==> config.mk <==
export PLATFORM = sky130hd
export DESIGN_NAME = prf_core
export DESIGN_NICKNAME = d
export VERILOG_FILES = /design/src/design/prf_pkg.sv /design/src/design/prf_mem.sv /design/src/design/prf_core.sv
export VERILOG_INCLUDE_DIRS = /design/src /design/src/design
export SDC_FILE = /design/constraint.sdc
export NUM_CORES = 2
export LEC_CHECK = 0
export ABC_AREA = 0
export BUFFER_PORTS_ARGS = -buffer_cell sky130_fd_sc_hd__buf_4
export CAP_MARGIN = 25
export CORE_MARGIN = 2
export CORE_UTILIZATION = 43
export DETAILED_ROUTE_END_ITERATION = 6
export PLACE_DENSITY = 0.63
export RECOVER_POWER = 50
export SLEW_MARGIN = 20
export SYNTH_ARGS = -nofsm -noshare
export SYNTH_HDL_FRONTEND = slang
export SYNTH_HIERARCHICAL = 1
export SYNTH_SLANG_ARGS = --single-unit
==> constraint.sdc <==
create_clock -name core_clk -period 10.8 [get_ports core_clk]
set_input_delay 1.08 -clock core_clk [delete_from_list [all_inputs] [get_ports core_clk]]
set_output_delay 1.08 -clock core_clk [all_outputs]
set_load 0.03 [all_outputs]
==> src/design/prf_params.svh <==
`ifndef PRF_PARAMS_SVH
`define PRF_PARAMS_SVH

// Register offsets on the plain register port
`define PRF_RA_CBADDR  8'h00
`define PRF_RA_CFG     8'h04
`define PRF_RA_STAT    8'h08
`define PRF_RA_HEAD    8'h0C
`define PRF_RA_TAIL    8'h10

// Control block byte offsets; fetch walks words 0..3 then intervals
`define PRF_CB_BASE    32'h0000_0000
`define PRF_CB_SIZE    32'h0000_0004
`define PRF_CB_THR     32'h0000_0008
`define PRF_CB_TAIL    32'h0000_000C
`define PRF_CB_IVL     32'h0000_0010
`define PRF_CB_HEAD    32'h0000_0040
`define PRF_CB_MISS    32'h0000_0044
`define PRF_FETCH_IVL  4'h4

// Record and field constants
`define PRF_REC_BYTES  32'h0000_0004
`define PRF_XBIT       62
`define PRF_RING_USER  2'h3
`define PRF_CFG_VEC_LO 0
`define PRF_CFG_EN_LO  8
`define PRF_CFG_RST    32'h0000_0000

`endif

==> src/design/prf_pkg.sv <==
package prf_pkg;
    // Sequencer states, Gray coded in declaration order
    typedef enum logic [2:0] {
        PRF_IDLE  = 3'h0,
        PRF_FETCH = 3'h1,
        PRF_REC   = 3'h3,
        PRF_TAIL  = 3'h2,
        PRF_HEAD  = 3'h6,
        PRF_MISSR = 3'h7,
        PRF_MISSW = 3'h5
    } prf_state_e;
endpackage

==> src/design/prf_mem.sv <==
`timescale 1ns/1ns
// Small interval store with registered read data
module prf_mem #(
    parameter int W = 16,
    parameter int D = 6,
    parameter int AW = 3
) (
    // Clock
    input  wire logic          core_clk,
    input  wire logic          ce,
    // Write side
    input  wire logic          wr_en,
    input  wire logic [AW-1:0] wr_addr,
    input  wire logic [W-1:0]  wr_data,
    // Read side
    input  wire logic [AW-1:0] rd_addr,
    output logic      [W-1:0]  rd_data
);
    logic [W-1:0] mem [D];

    // Array write
    always_ff @(posedge core_clk) begin
        if (ce && wr_en) begin
            mem[wr_addr] <= wr_data;
        end
    end

    // Registered read
    always_ff @(posedge core_clk) begin
        if (ce) begin
            rd_data <= mem[rd_addr];
        end
    end
endmodule

==> src/design/prf_core.sv <==
// Functional notes
// - Restore with feature and mask set but presence clear zeroes counters, pointers, base, size and threshold, disables profiling; cfg and intervals are kept.
// - Applicable events are counted except while the counter is zero or being reloaded; lowest pending counter is recorded first.
// - Counters, write pointer and tail copy live in internal registers.
// - Restore reloads volatile state; control block fetch waits for ring 3.
// - No lazy scheme; task-switched flag has no effect on profiling.
// - No control block access in kernel, hypervisor or system management.
// - Write pointer flushed on threshold or store-control-block read; a full ring does not flush it.
// - Passing the threshold writes the write pointer to memory only if the reread tail still shows it passed.
// - On threshold or full, reread tail, recompute, act on new result.
// - Tail reread on every record store while threshold appears true.
// - Tail reread every time the ring appears full.
// - Reload intervals cached at control block load.
// - Ring base and size cached internally.
// - Missed-event count lives in memory and is incremented there.
// - Cache refreshed at first idle ring 3 cycle outside hypervisor and system management after load instruction or restore.
// - Threshold interrupt uses configured vector, own output.
// - Absent page during record store raises a page fault.
// - On page fault the record is dropped; next event is reported.
// - Restore never raises the threshold interrupt itself.
`timescale 1ns/1ns
`include "prf_params.svh"
module prf_core
    import prf_pkg::*;
#(
    parameter int NEV = 6,
    parameter int CW  = 16
) (
    // Clock, reset, enable
    input  wire logic        core_clk,
    input  wire logic        resetn,
    input  wire logic        ce,
    // Register port
    input  wire logic [7:0]  reg_addr,
    input  wire logic [31:0] reg_wdata,
    input  wire logic        reg_wr,
    input  wire logic        reg_rd,
    output logic      [31:0] reg_rdata,
    // Retiring instruction events
    input  wire logic        ev_valid,
    input  wire logic [NEV-1:0] ev_hit,
    input  wire logic [31:0] ev_ip,
    // Execution context
    input  wire logic [1:0]  cpl,
    input  wire logic        smm_active,
    input  wire logic        hyp_active,
    // Extended state restore
    input  wire logic        xr_go,
    input  wire logic [63:0] xr_feature_en,
    input  wire logic [63:0] xr_req_mask,
    input  wire logic [63:0] xr_presence,
    input  wire logic [31:0] xr_cb_addr,
    input  wire logic [31:0] xr_head,
    // User memory port
    output logic             mem_req,
    output logic             mem_we,
    output logic      [31:0] mem_addr,
    output logic      [31:0] mem_wdata,
    input  wire logic        mem_ack,
    input  wire logic        mem_fault,
    input  wire logic [31:0] mem_rdata,
    // Exceptions and interrupt
    output logic             pf_evt,
    output logic             thr_irq,
    output logic      [7:0]  thr_vector,
    output logic             prof_enabled
);
    localparam int IW = $clog2(NEV);
    localparam logic [3:0] FETCH_LAST = 4'(`PRF_FETCH_IVL + NEV - 1);

    prf_state_e  state;
    logic [31:0] cb_addr;
    logic [31:0] cfg;
    logic [31:0] buf_base;
    logic [31:0] buf_size;
    logic [31:0] thr;
    logic [31:0] head;
    logic [31:0] tail;
    logic        refresh_pend;
    logic        flush_req;
    logic        post_rec;
    logic        irq_arm;
    logic [3:0]  idx;
    logic [IW-1:0] svc;
    logic        reload_p;
    logic [NEV-1:0] pend;
    logic [NEV-1:0] pend_clr;
    logic [CW-1:0]  cnt [NEV];
    logic [CW-1:0]  ivl_rd;
    logic        access_ok;
    logic        count_ok;
    logic        xr_clear;
    logic        xr_load;
    logic        cb_wr;
    logic        cb_rd;
    logic        pick_ok;
    logic [IW-1:0] pick;
    logic [31:0] head_nx;
    logic [31:0] fill_now;
    logic        full_app;
    logic        ivl_wr;

    // Fill level of the ring for a head and tail
    function automatic logic [31:0] fill_of(input logic [31:0] h, input logic [31:0] t,
                                            input logic [31:0] sz);
        fill_of = (h >= t) ? h - t : h + sz - t;
    endfunction

    // Context qualifiers; the task-switched flag is not an input at all
    assign access_ok = prof_enabled && (cpl == `PRF_RING_USER)
                       && !smm_active && !hyp_active;
    assign count_ok  = access_ok && ev_valid;
    assign xr_clear  = xr_go && xr_feature_en[`PRF_XBIT] && xr_req_mask[`PRF_XBIT]
                       && !xr_presence[`PRF_XBIT];
    assign xr_load   = xr_go && xr_feature_en[`PRF_XBIT] && xr_req_mask[`PRF_XBIT]
                       && xr_presence[`PRF_XBIT];
    assign cb_wr     = reg_wr && (reg_addr == `PRF_RA_CBADDR);
    assign cb_rd     = reg_rd && (reg_addr == `PRF_RA_CBADDR);

    // Ring arithmetic
    assign head_nx  = (head + `PRF_REC_BYTES >= buf_size) ? 32'h0000_0000
                      : head + `PRF_REC_BYTES;
    assign fill_now = fill_of(head, tail, buf_size);
    assign full_app = (fill_now + `PRF_REC_BYTES >= buf_size);
    assign ivl_wr   = (state == PRF_FETCH) && mem_ack && !mem_fault
                      && (idx >= `PRF_FETCH_IVL);

    // Lowest pending counter wins when several overflow together
    always_comb begin
        pick    = '0;
        pick_ok = 1'b0;
        for (int i = NEV - 1; i >= 0; i--) begin
            if (pend[i]) begin
                pick    = IW'(i);
                pick_ok = 1'b1;
            end
        end
    end

    // Cached reload intervals
    prf_mem #(
        .W  (CW),
        .D  (NEV),
        .AW (IW)
    ) u_ivl (
        .core_clk (core_clk),
        .ce       (ce),
        .wr_en    (ivl_wr),
        .wr_addr  (IW'(idx - `PRF_FETCH_IVL)),
        .wr_data  (mem_rdata[CW-1:0]),
        .rd_addr  (pick),
        .rd_data  (ivl_rd)
    );

    // Per-event counters and pending flags, held internally
    generate
        for (genvar g = 0; g < NEV; g++) begin : g_cnt
            always_ff @(posedge core_clk) begin
                if (!resetn || (ce && (xr_clear || xr_load || (cb_wr && reg_wdata == 32'h0)))) begin
                    cnt[g]  <= '0;
                    pend[g] <= 1'b0;
                end else if (ce) begin
                    if (ivl_wr && idx == 4'(g + `PRF_FETCH_IVL)) begin
                        cnt[g] <= mem_rdata[CW-1:0];
                    end else if (reload_p && svc == IW'(g)) begin
                        cnt[g] <= ivl_rd;
                    end else if (count_ok && ev_hit[g] && cfg[`PRF_CFG_EN_LO + g]
                                 && cnt[g] != '0) begin
                        cnt[g] <= cnt[g] - CW'(1);
                    end
                    pend[g] <= (pend[g] && !pend_clr[g]) || (count_ok && ev_hit[g]
                               && cfg[`PRF_CFG_EN_LO + g] && cnt[g] == CW'(1));
                end
            end
        end
    endgenerate

    // Configuration register and its vector output
    always_ff @(posedge core_clk) begin
        if (!resetn) begin
            cfg        <= `PRF_CFG_RST;
            thr_vector <= 8'h00;
        end else if (ce) begin
            if (reg_wr && reg_addr == `PRF_RA_CFG) begin
                cfg <= reg_wdata;
            end
            thr_vector <= cfg[`PRF_CFG_VEC_LO +: 8];
        end
    end

    // Register read data, one cycle after the strobe
    always_ff @(posedge core_clk) begin
        if (!resetn) begin
            reg_rdata <= 32'h0000_0000;
        end else if (ce) begin
            reg_rdata <= 32'h0000_0000;
            if (reg_rd) begin
                case (reg_addr)
                    `PRF_RA_CBADDR: reg_rdata <= cb_addr;
                    `PRF_RA_CFG:    reg_rdata <= cfg;
                    `PRF_RA_STAT:   reg_rdata <= {26'h0, state, flush_req, refresh_pend,
                                                  prof_enabled};
                    `PRF_RA_HEAD:   reg_rdata <= head;
                    `PRF_RA_TAIL:   reg_rdata <= tail;
                    default:        reg_rdata <= 32'h0000_0000;
                endcase
            end
        end
    end

    // Service pulse for counter reload, in the same cycle as the interval read data
    always_ff @(posedge core_clk) begin
        if (!resetn) begin
            reload_p <= 1'b0;
            pend_clr <= '0;
        end else if (ce) begin
            pend_clr <= '0;
            reload_p <= 1'b0;
            if (state == PRF_IDLE && access_ok && !refresh_pend && !flush_req
                && pick_ok && !xr_go && !cb_wr) begin
                pend_clr[pick] <= 1'b1;
                reload_p       <= 1'b1;
            end
        end
    end

    // Memory sequencer, cached control block state and pointers
    always_ff @(posedge core_clk) begin
        if (!resetn) begin
            state        <= PRF_IDLE;
            cb_addr      <= 32'h0000_0000;
            prof_enabled <= 1'b0;
            buf_base     <= 32'h0000_0000;
            buf_size     <= 32'h0000_0000;
            thr          <= 32'h0000_0000;
            head         <= 32'h0000_0000;
            tail         <= 32'h0000_0000;
            refresh_pend <= 1'b0;
            flush_req    <= 1'b0;
            post_rec     <= 1'b0;
            irq_arm      <= 1'b0;
            idx          <= 4'h0;
            svc          <= '0;
            mem_req      <= 1'b0;
            mem_we       <= 1'b0;
            mem_addr     <= 32'h0000_0000;
            mem_wdata    <= 32'h0000_0000;
            pf_evt       <= 1'b0;
            thr_irq      <= 1'b0;
        end else if (ce) begin
            pf_evt  <= 1'b0;
            thr_irq <= 1'b0;
            if (xr_clear) begin
                cb_addr      <= 32'h0000_0000;
                prof_enabled <= 1'b0;
                buf_base     <= 32'h0000_0000;
                buf_size     <= 32'h0000_0000;
                thr          <= 32'h0000_0000;
                head         <= 32'h0000_0000;
                tail         <= 32'h0000_0000;
                refresh_pend <= 1'b0;
                flush_req    <= 1'b0;
                irq_arm      <= 1'b0;
                mem_req      <= 1'b0;
                state        <= PRF_IDLE;
            end else if (xr_load) begin
                cb_addr      <= xr_cb_addr;
                head         <= xr_head;
                prof_enabled <= (xr_cb_addr != 32'h0);
                refresh_pend <= (xr_cb_addr != 32'h0);
                flush_req    <= 1'b0;
                irq_arm      <= 1'b0;
                mem_req      <= 1'b0;
                state        <= PRF_IDLE;
            end else if (cb_wr) begin
                cb_addr      <= reg_wdata;
                prof_enabled <= (reg_wdata != 32'h0);
                refresh_pend <= (reg_wdata != 32'h0);
                head         <= 32'h0000_0000;
                flush_req    <= 1'b0;
                irq_arm      <= 1'b0;
                mem_req      <= 1'b0;
                state        <= PRF_IDLE;
            end else if (mem_req && mem_ack && mem_fault) begin
                pf_evt  <= 1'b1;
                mem_req <= 1'b0;
                irq_arm <= 1'b0;
                state   <= PRF_IDLE;
            end else begin
                if (cb_rd && prof_enabled) begin
                    flush_req <= 1'b1;
                end
                case (state)
                    PRF_IDLE: begin
                        if (access_ok && refresh_pend) begin
                            state    <= PRF_FETCH;
                            idx      <= 4'h0;
                            mem_req  <= 1'b1;
                            mem_we   <= 1'b0;
                            mem_addr <= cb_addr + `PRF_CB_BASE;
                        end else if (access_ok && flush_req) begin
                            state     <= PRF_HEAD;
                            mem_req   <= 1'b1;
                            mem_we    <= 1'b1;
                            mem_addr  <= cb_addr + `PRF_CB_HEAD;
                            mem_wdata <= head;
                        end else if (access_ok && pick_ok) begin
                            svc <= pick;
                            if (full_app) begin
                                state    <= PRF_TAIL;
                                post_rec <= 1'b0;
                                mem_req  <= 1'b1;
                                mem_we   <= 1'b0;
                                mem_addr <= cb_addr + `PRF_CB_TAIL;
                            end else begin
                                state     <= PRF_REC;
                                mem_req   <= 1'b1;
                                mem_we    <= 1'b1;
                                mem_addr  <= buf_base + head;
                                mem_wdata <= {8'(pick + IW'(1)), ev_ip[23:0]};
                            end
                        end
                    end
                    PRF_FETCH: begin
                        if (mem_ack) begin
                            case (idx)
                                4'h0:    buf_base <= mem_rdata;
                                4'h1:    buf_size <= mem_rdata;
                                4'h2:    thr      <= mem_rdata;
                                4'h3:    tail     <= mem_rdata;
                                default: ;
                            endcase
                            if (idx == FETCH_LAST) begin
                                mem_req      <= 1'b0;
                                refresh_pend <= 1'b0;
                                state        <= PRF_IDLE;
                            end else begin
                                idx      <= idx + 4'h1;
                                mem_addr <= cb_addr + {26'h0, idx + 4'h1, 2'b00};
                            end
                        end
                    end
                    PRF_REC: begin
                        if (mem_ack) begin
                            head <= head_nx;
                            if (fill_of(head_nx, tail, buf_size) >= thr) begin
                                state    <= PRF_TAIL;
                                post_rec <= 1'b1;
                                mem_we   <= 1'b0;
                                mem_addr <= cb_addr + `PRF_CB_TAIL;
                            end else begin
                                mem_req <= 1'b0;
                                state   <= PRF_IDLE;
                            end
                        end
                    end
                    PRF_TAIL: begin
                        if (mem_ack) begin
                            tail <= mem_rdata;
                            if (post_rec) begin
                                if (fill_of(head, mem_rdata, buf_size) >= thr) begin
                                    state     <= PRF_HEAD;
                                    irq_arm   <= 1'b1;
                                    mem_we    <= 1'b1;
                                    mem_addr  <= cb_addr + `PRF_CB_HEAD;
                                    mem_wdata <= head;
                                end else begin
                                    mem_req <= 1'b0;
                                    state   <= PRF_IDLE;
                                end
                            end else if (fill_of(head, mem_rdata, buf_size)
                                         + `PRF_REC_BYTES >= buf_size) begin
                                state    <= PRF_MISSR;
                                mem_addr <= cb_addr + `PRF_CB_MISS;
                            end else begin
                                state     <= PRF_REC;
                                mem_we    <= 1'b1;
                                mem_addr  <= buf_base + head;
                                mem_wdata <= {8'(svc + IW'(1)), ev_ip[23:0]};
                            end
                        end
                    end
                    PRF_HEAD: begin
                        if (mem_ack) begin
                            mem_req   <= 1'b0;
                            flush_req <= 1'b0;
                            thr_irq   <= irq_arm;
                            irq_arm   <= 1'b0;
                            state     <= PRF_IDLE;
                        end
                    end
                    PRF_MISSR: begin
                        if (mem_ack) begin
                            state     <= PRF_MISSW;
                            mem_we    <= 1'b1;
                            mem_wdata <= mem_rdata + 32'h0000_0001;
                        end
                    end
                    PRF_MISSW: begin
                        if (mem_ack) begin
                            mem_req <= 1'b0;
                            state   <= PRF_IDLE;
                        end
                    end
                    default: begin
                        mem_req <= 1'b0;
                        state   <= PRF_IDLE;
                    end
                endcase
            end
        end
    end
endmodule

==> tab_implementation.tex <==
\begin{tabular}{lr}
\hline
Metric & Value \\
\hline
\multicolumn{2}{l}{\textbf{Status}} \\
\quad Run status & finished, violations left \\
\quad Violations in the final reports & max-capacitance violations, max-slew violations \\
\multicolumn{2}{l}{\textbf{Power and ir drop}} \\
\quad Power density cells & 140 mW/mm\^{}2 \\
\quad Maximum vdd ir drop & 116 uV \\
\quad Total power & 8.14 mW \\
\quad Standby leakage power & 23.0 nW \\
\multicolumn{2}{l}{\textbf{Timing}} \\
\quad Post-route setup TNS & 0 ps \\
\quad Slew Limit Headroom & -1.76 \\
\quad Count of endpoints failing setup in the final report & 0 \\
\quad Worst setup skew after layout & 42.5 ps \\
\quad Period utilization & 0.958 \\
\quad Minimum clock period after layout & 10350 ps \\
\quad Number of hold violations in the final report & 0 \\
\quad Transition at the pin with the smallest max-transition slack & 4140 ps \\
\quad Final Max Tran Viols & 535 \\
\quad Timing-limited maximum frequency & 0.0966 GHz \\
\quad Setup repair after global routing missed its margin & no \\
\multicolumn{2}{l}{\textbf{Logic synthesis}} \\
\quad Count of mapped cells out of synthesis & 6627 \\
\quad Post-synth top area cell & sky130\_fd\_sc\_hd\_\_dfxtp\_1 \\
\quad Largest cells by area after synthesis & sky130\_fd\_sc\_hd\_\_dfxtp\_1, sky130\_fd\_sc\_hd\_\_edfxtp\_1, sky130\_fd\_sc\_hd\_\_ha\_1 \\
\quad Mean area per synthesized cell & 7.82 um\^{}2 \\
\quad Share of synthesized area occupied by flip-flops and latches & 0.260 \\
\quad Flops \& latches, synth & 568 \\
\quad Number of warning messages in the yosys log & 6 \\
\quad Total standard cell area after synthesis & 0.0518 mm\^{}2 \\
\quad Post-synth net total & 7497 \\
\quad Share of synthesized registers carrying an async set or reset & 0 \\
\quad Fraction of post-synthesis cell area in the top cell type by area & 0.139 \\
\quad Number of synthesized flops with an enable pin & 208 \\
\quad Leading register cell type out of synthesis & sky130\_fd\_sc\_hd\_\_dfxtp\_1 \\
\quad Number of different library cells in the post-synthesis netlist & 105 \\
\multicolumn{2}{l}{\textbf{Global routing}} \\
\quad Antenna violations before repair & 13 \\
\quad Global-route wire length before repair & 325000 um \\
\quad Total Routing Usage GR & 0.353 \\
\quad Global-route congestion overflow total & 0 \\
\quad Vias in the first global route & 49.8k \\
\quad Largest net degree at the start of global routing & 130 \\
\multicolumn{2}{l}{\textbf{Clock network}} \\
\quad Clock latency at the later pin of the worst-skew pair & 680 ps \\
\quad TritonCTS Sinks & 568 \\
\quad CTS root buf & sky130\_fd\_sc\_hd\_\_clkbuf\_16 \\
\quad Clock tree from TritonCTS & built \\
\quad Htree depth & 3 \\
\quad Hold bufs inserted after CTS & 0 \\
\quad Clock slew at reported path FFs & 60 ps \\
\quad Number of setup buffers added after CTS & 0 \\
\quad Resized Gates After CTS & 1 \\
\quad Max Buffers Root-to-Sink & 3 \\
\quad Number of buffers inserted during clock tree synthesis & 72 \\
\multicolumn{2}{l}{\textbf{Placement}} \\
\quad Count of port buffers added during placement & 290 \\
\quad HPWL after detailed placement & 173000 um \\
\quad Final GP Congestion & 1.02 \\
\multicolumn{2}{l}{\textbf{Routing}} \\
\quad DR WL/cell & 26.7 um \\
\quad First-iteration detailed-routing DRC count & 6544 \\
\quad DRC violations left & 0 \\
\quad Via density & 6.32 \\
\quad Via count & 53.5k \\
\quad Drt total wl & 226000 um \\
\quad Post-DRT Antenna Nets & 0 \\
\quad Total iterations of the first detailed-routing run & 7 \\
\multicolumn{2}{l}{\textbf{Worst setup path}} \\
\quad Cell repeated most along the worst path & sky130\_fd\_sc\_hd\_\_buf\_4 \\
\quad Worst path max stage delay & 490 ps \\
\quad Slowest cell on the critical path & sky130\_fd\_sc\_hd\_\_a311o\_2 \\
\quad Critical Path RT & 11370 ps \\
\quad Kind of critical path & flop to flop \\
\quad Crit end category & flop \\
\quad Startpoint type of the worst setup path & flop \\
\quad Peak fanout along the critical path & 29 \\
\quad Data arrival, critical path & 10920 ps \\
\multicolumn{2}{l}{\textbf{Final layout}} \\
\quad Fraction of layout instances using a drive strength above 1 & 0.0786 \\
\quad Filler cells & 12.0k \\
\quad \# nets final & 7656 \\
\quad Synth-to-Final Area Change & 12.1\% \\
\quad Final core utilization & 0.485 \\
\multicolumn{2}{l}{\textbf{Floorplan}} \\
\quad Num ports & 488 \\
\quad Core Area & 0.120 mm\^{}2 \\
\quad Floorplan die width & 351 um \\
\quad Chip Height & 351 um \\
\quad Placement row count & 127 \\
\quad Initial Utilization & 0.433 \\
\quad Die Outline Area & 0.123 mm\^{}2 \\
\multicolumn{2}{l}{\textbf{Flow run}} \\
\quad Max-Cap Viols & 22 \\
\multicolumn{2}{l}{\textbf{Hold path}} \\
\quad Type of the tightest min-delay check & flop to flop \\
\hline
\end{tabular}
-- synthesized netlist by cell type, types with 63 or more instances --
| cell type | number |
|---|---|
| sky130_fd_sc_hd__o21ai_0 | 349 |
| sky130_fd_sc_hd__inv_1 | 351 |
| sky130_fd_sc_hd__clkbuf_1 | 297 |
| sky130_fd_sc_hd__nor2b_1 | 63 |
| sky130_fd_sc_hd__a22oi_1 | 90 |
| sky130_fd_sc_hd__nand4_1 | 96 |
| sky130_fd_sc_hd__a221oi_1 | 80 |
| sky130_fd_sc_hd__edfxtp_1 | 208 |
| sky130_fd_sc_hd__a211oi_1 | 87 |
| sky130_fd_sc_hd__a21oi_1 | 616 |
| sky130_fd_sc_hd__dfxtp_1 | 360 |
| sky130_fd_sc_hd__nand2_1 | 708 |
| sky130_fd_sc_hd__nor3_1 | 138 |
| sky130_fd_sc_hd__ha_1 | 452 |
| sky130_fd_sc_hd__nand3_1 | 279 |
| sky130_fd_sc_hd__nor4_1 | 67 |
| sky130_fd_sc_hd__xnor2_1 | 292 |
| sky130_fd_sc_hd__a21o_1 | 186 |
| sky130_fd_sc_hd__xor2_1 | 146 |
| sky130_fd_sc_hd__nor2_1 | 600 |
| sky130_fd_sc_hd__mux2i_1 | 157 |
-- path summary, 6_finish.rpt --
check	startpoint	to	slack (ps)	cells past startpoint
worst max register to register	head[9]$_SDFFE_PN0P_	mem_addr[6]$_SDFFE_PN0P_	450	51
worst min-delay path	cfg[27]$_SDFFE_PN0P_	cfg[27]$_SDFFE_PN0P_	450	2
worst min register to register	cfg[27]$_SDFFE_PN0P_	cfg[27]$_SDFFE_PN0P_	450	2
worst max-delay path	head[9]$_SDFFE_PN0P_	mem_addr[6]$_SDFFE_PN0P_	450	51
-- cells in the final DEF, fill, tap and decap left out, types with 61 or more instances in the layout --
| cell type | count |
|---|---|
| sky130_fd_sc_hd__a21oi_1 | 612 |
| sky130_fd_sc_hd__nand3_1 | 279 |
| sky130_fd_sc_hd__nor4_1 | 66 |
| sky130_fd_sc_hd__clkbuf_1 | 158 |
| sky130_fd_sc_hd__a22oi_1 | 90 |
| sky130_fd_sc_hd__buf_4 | 311 |
| sky130_fd_sc_hd__nand2_1 | 707 |
| sky130_fd_sc_hd__edfxtp_1 | 208 |
| sky130_fd_sc_hd__nor2_1 | 597 |
| sky130_fd_sc_hd__mux2i_1 | 157 |
| sky130_fd_sc_hd__xor2_1 | 146 |
| sky130_fd_sc_hd__a21o_1 | 186 |
| sky130_fd_sc_hd__xnor2_1 | 292 |
| sky130_fd_sc_hd__a211oi_1 | 87 |
| sky130_fd_sc_hd__nor2b_1 | 61 |
| sky130_fd_sc_hd__o21ai_0 | 349 |
| sky130_fd_sc_hd__ha_1 | 452 |
| sky130_fd_sc_hd__dfxtp_1 | 359 |
| sky130_fd_sc_hd__inv_1 | 350 |
| sky130_fd_sc_hd__a221oi_1 | 79 |
| sky130_fd_sc_hd__clkbuf_16 | 74 |
| sky130_fd_sc_hd__nor3_1 | 133 |
| sky130_fd_sc_hd__nand4_1 | 96 |
-- registers in the layout, indices dropped and copies added, names as in the netlist, 4 cells and up --
register	flops
head	32
pend	6
mem_addr	32
cnt	96
tail	32
thr_vector	8
buf_base	32
cfg	32
thr	32
reg_rdata	32
mem_wdata	32
idx	4
u_ivl/rd_data	16
cb_addr	32
u_ivl/mem	96
pend_clr	6
buf_size	32
-- power breakdown --
| part | internal [mW] | switching (mW) | total [mW] |
|---|---|---|---|
| clock | 1.57 | 1.11 | 2.68 |
| sequential | 2.27 | 0.0837 | 2.36 |
| combinational | 1.17 | 1.93 | 3.10 |
-- stage by stage --
stage	setup WS, ps	cells	cell area [um^2]	hold WS [ps]
after floorplan	1500	6627	51800	436
after global placement	64.6	8312	55900	441
after detailed placement	60.1	8318	56000	448
after CTS	82.9	8449	58600	455
after global routing	4.09	8456	58100	470
final	453	8461	58100	454
-- layout make-up --
type,count,area (um^2),area share
Tap cell,1612,2020,0.0347
Timing Repair Buffer,471,3100,0.0533
Antenna cell,6,15.0,0.000258
Clock buffer,94,2010,0.0345
Clock inverter,37,571,0.00982
Sequential cell,568,13500,0.231
Inverter,352,1330,0.0229
Multi-Input combinational cell,5321,35600,0.613
-- critical path, delay by kind of cell (launching register included) --
kind            cells  cell delay [ps]
buf+inv            11             1920
fa+ha+maj           4             1250
xor+xnor            1              100
simple gates       16             2280
compound gates     19             4260
flops               1              330
-- cell families after synthesis --
kind of cell / after synthesis / share of synthesized area
flops: 568 / 0.260
xor+xnor: 439 / 0.0743
mux: 172 / 0.0349
simple gates: 2255 / 0.203
buf+inv: 738 / 0.0563
compound gates: 1964 / 0.247
fa+ha+maj: 491 / 0.124
-- metal layers --
layer  track usage  routed length (um)  vias up
met5             0                  88        -
met3        0.0727               23900      484
met4         0.153               11300       14
met1         0.475               93700    25700
li1              -                   -    24500
met2         0.547               97300     2786
(Power assumes the default switching activity.)
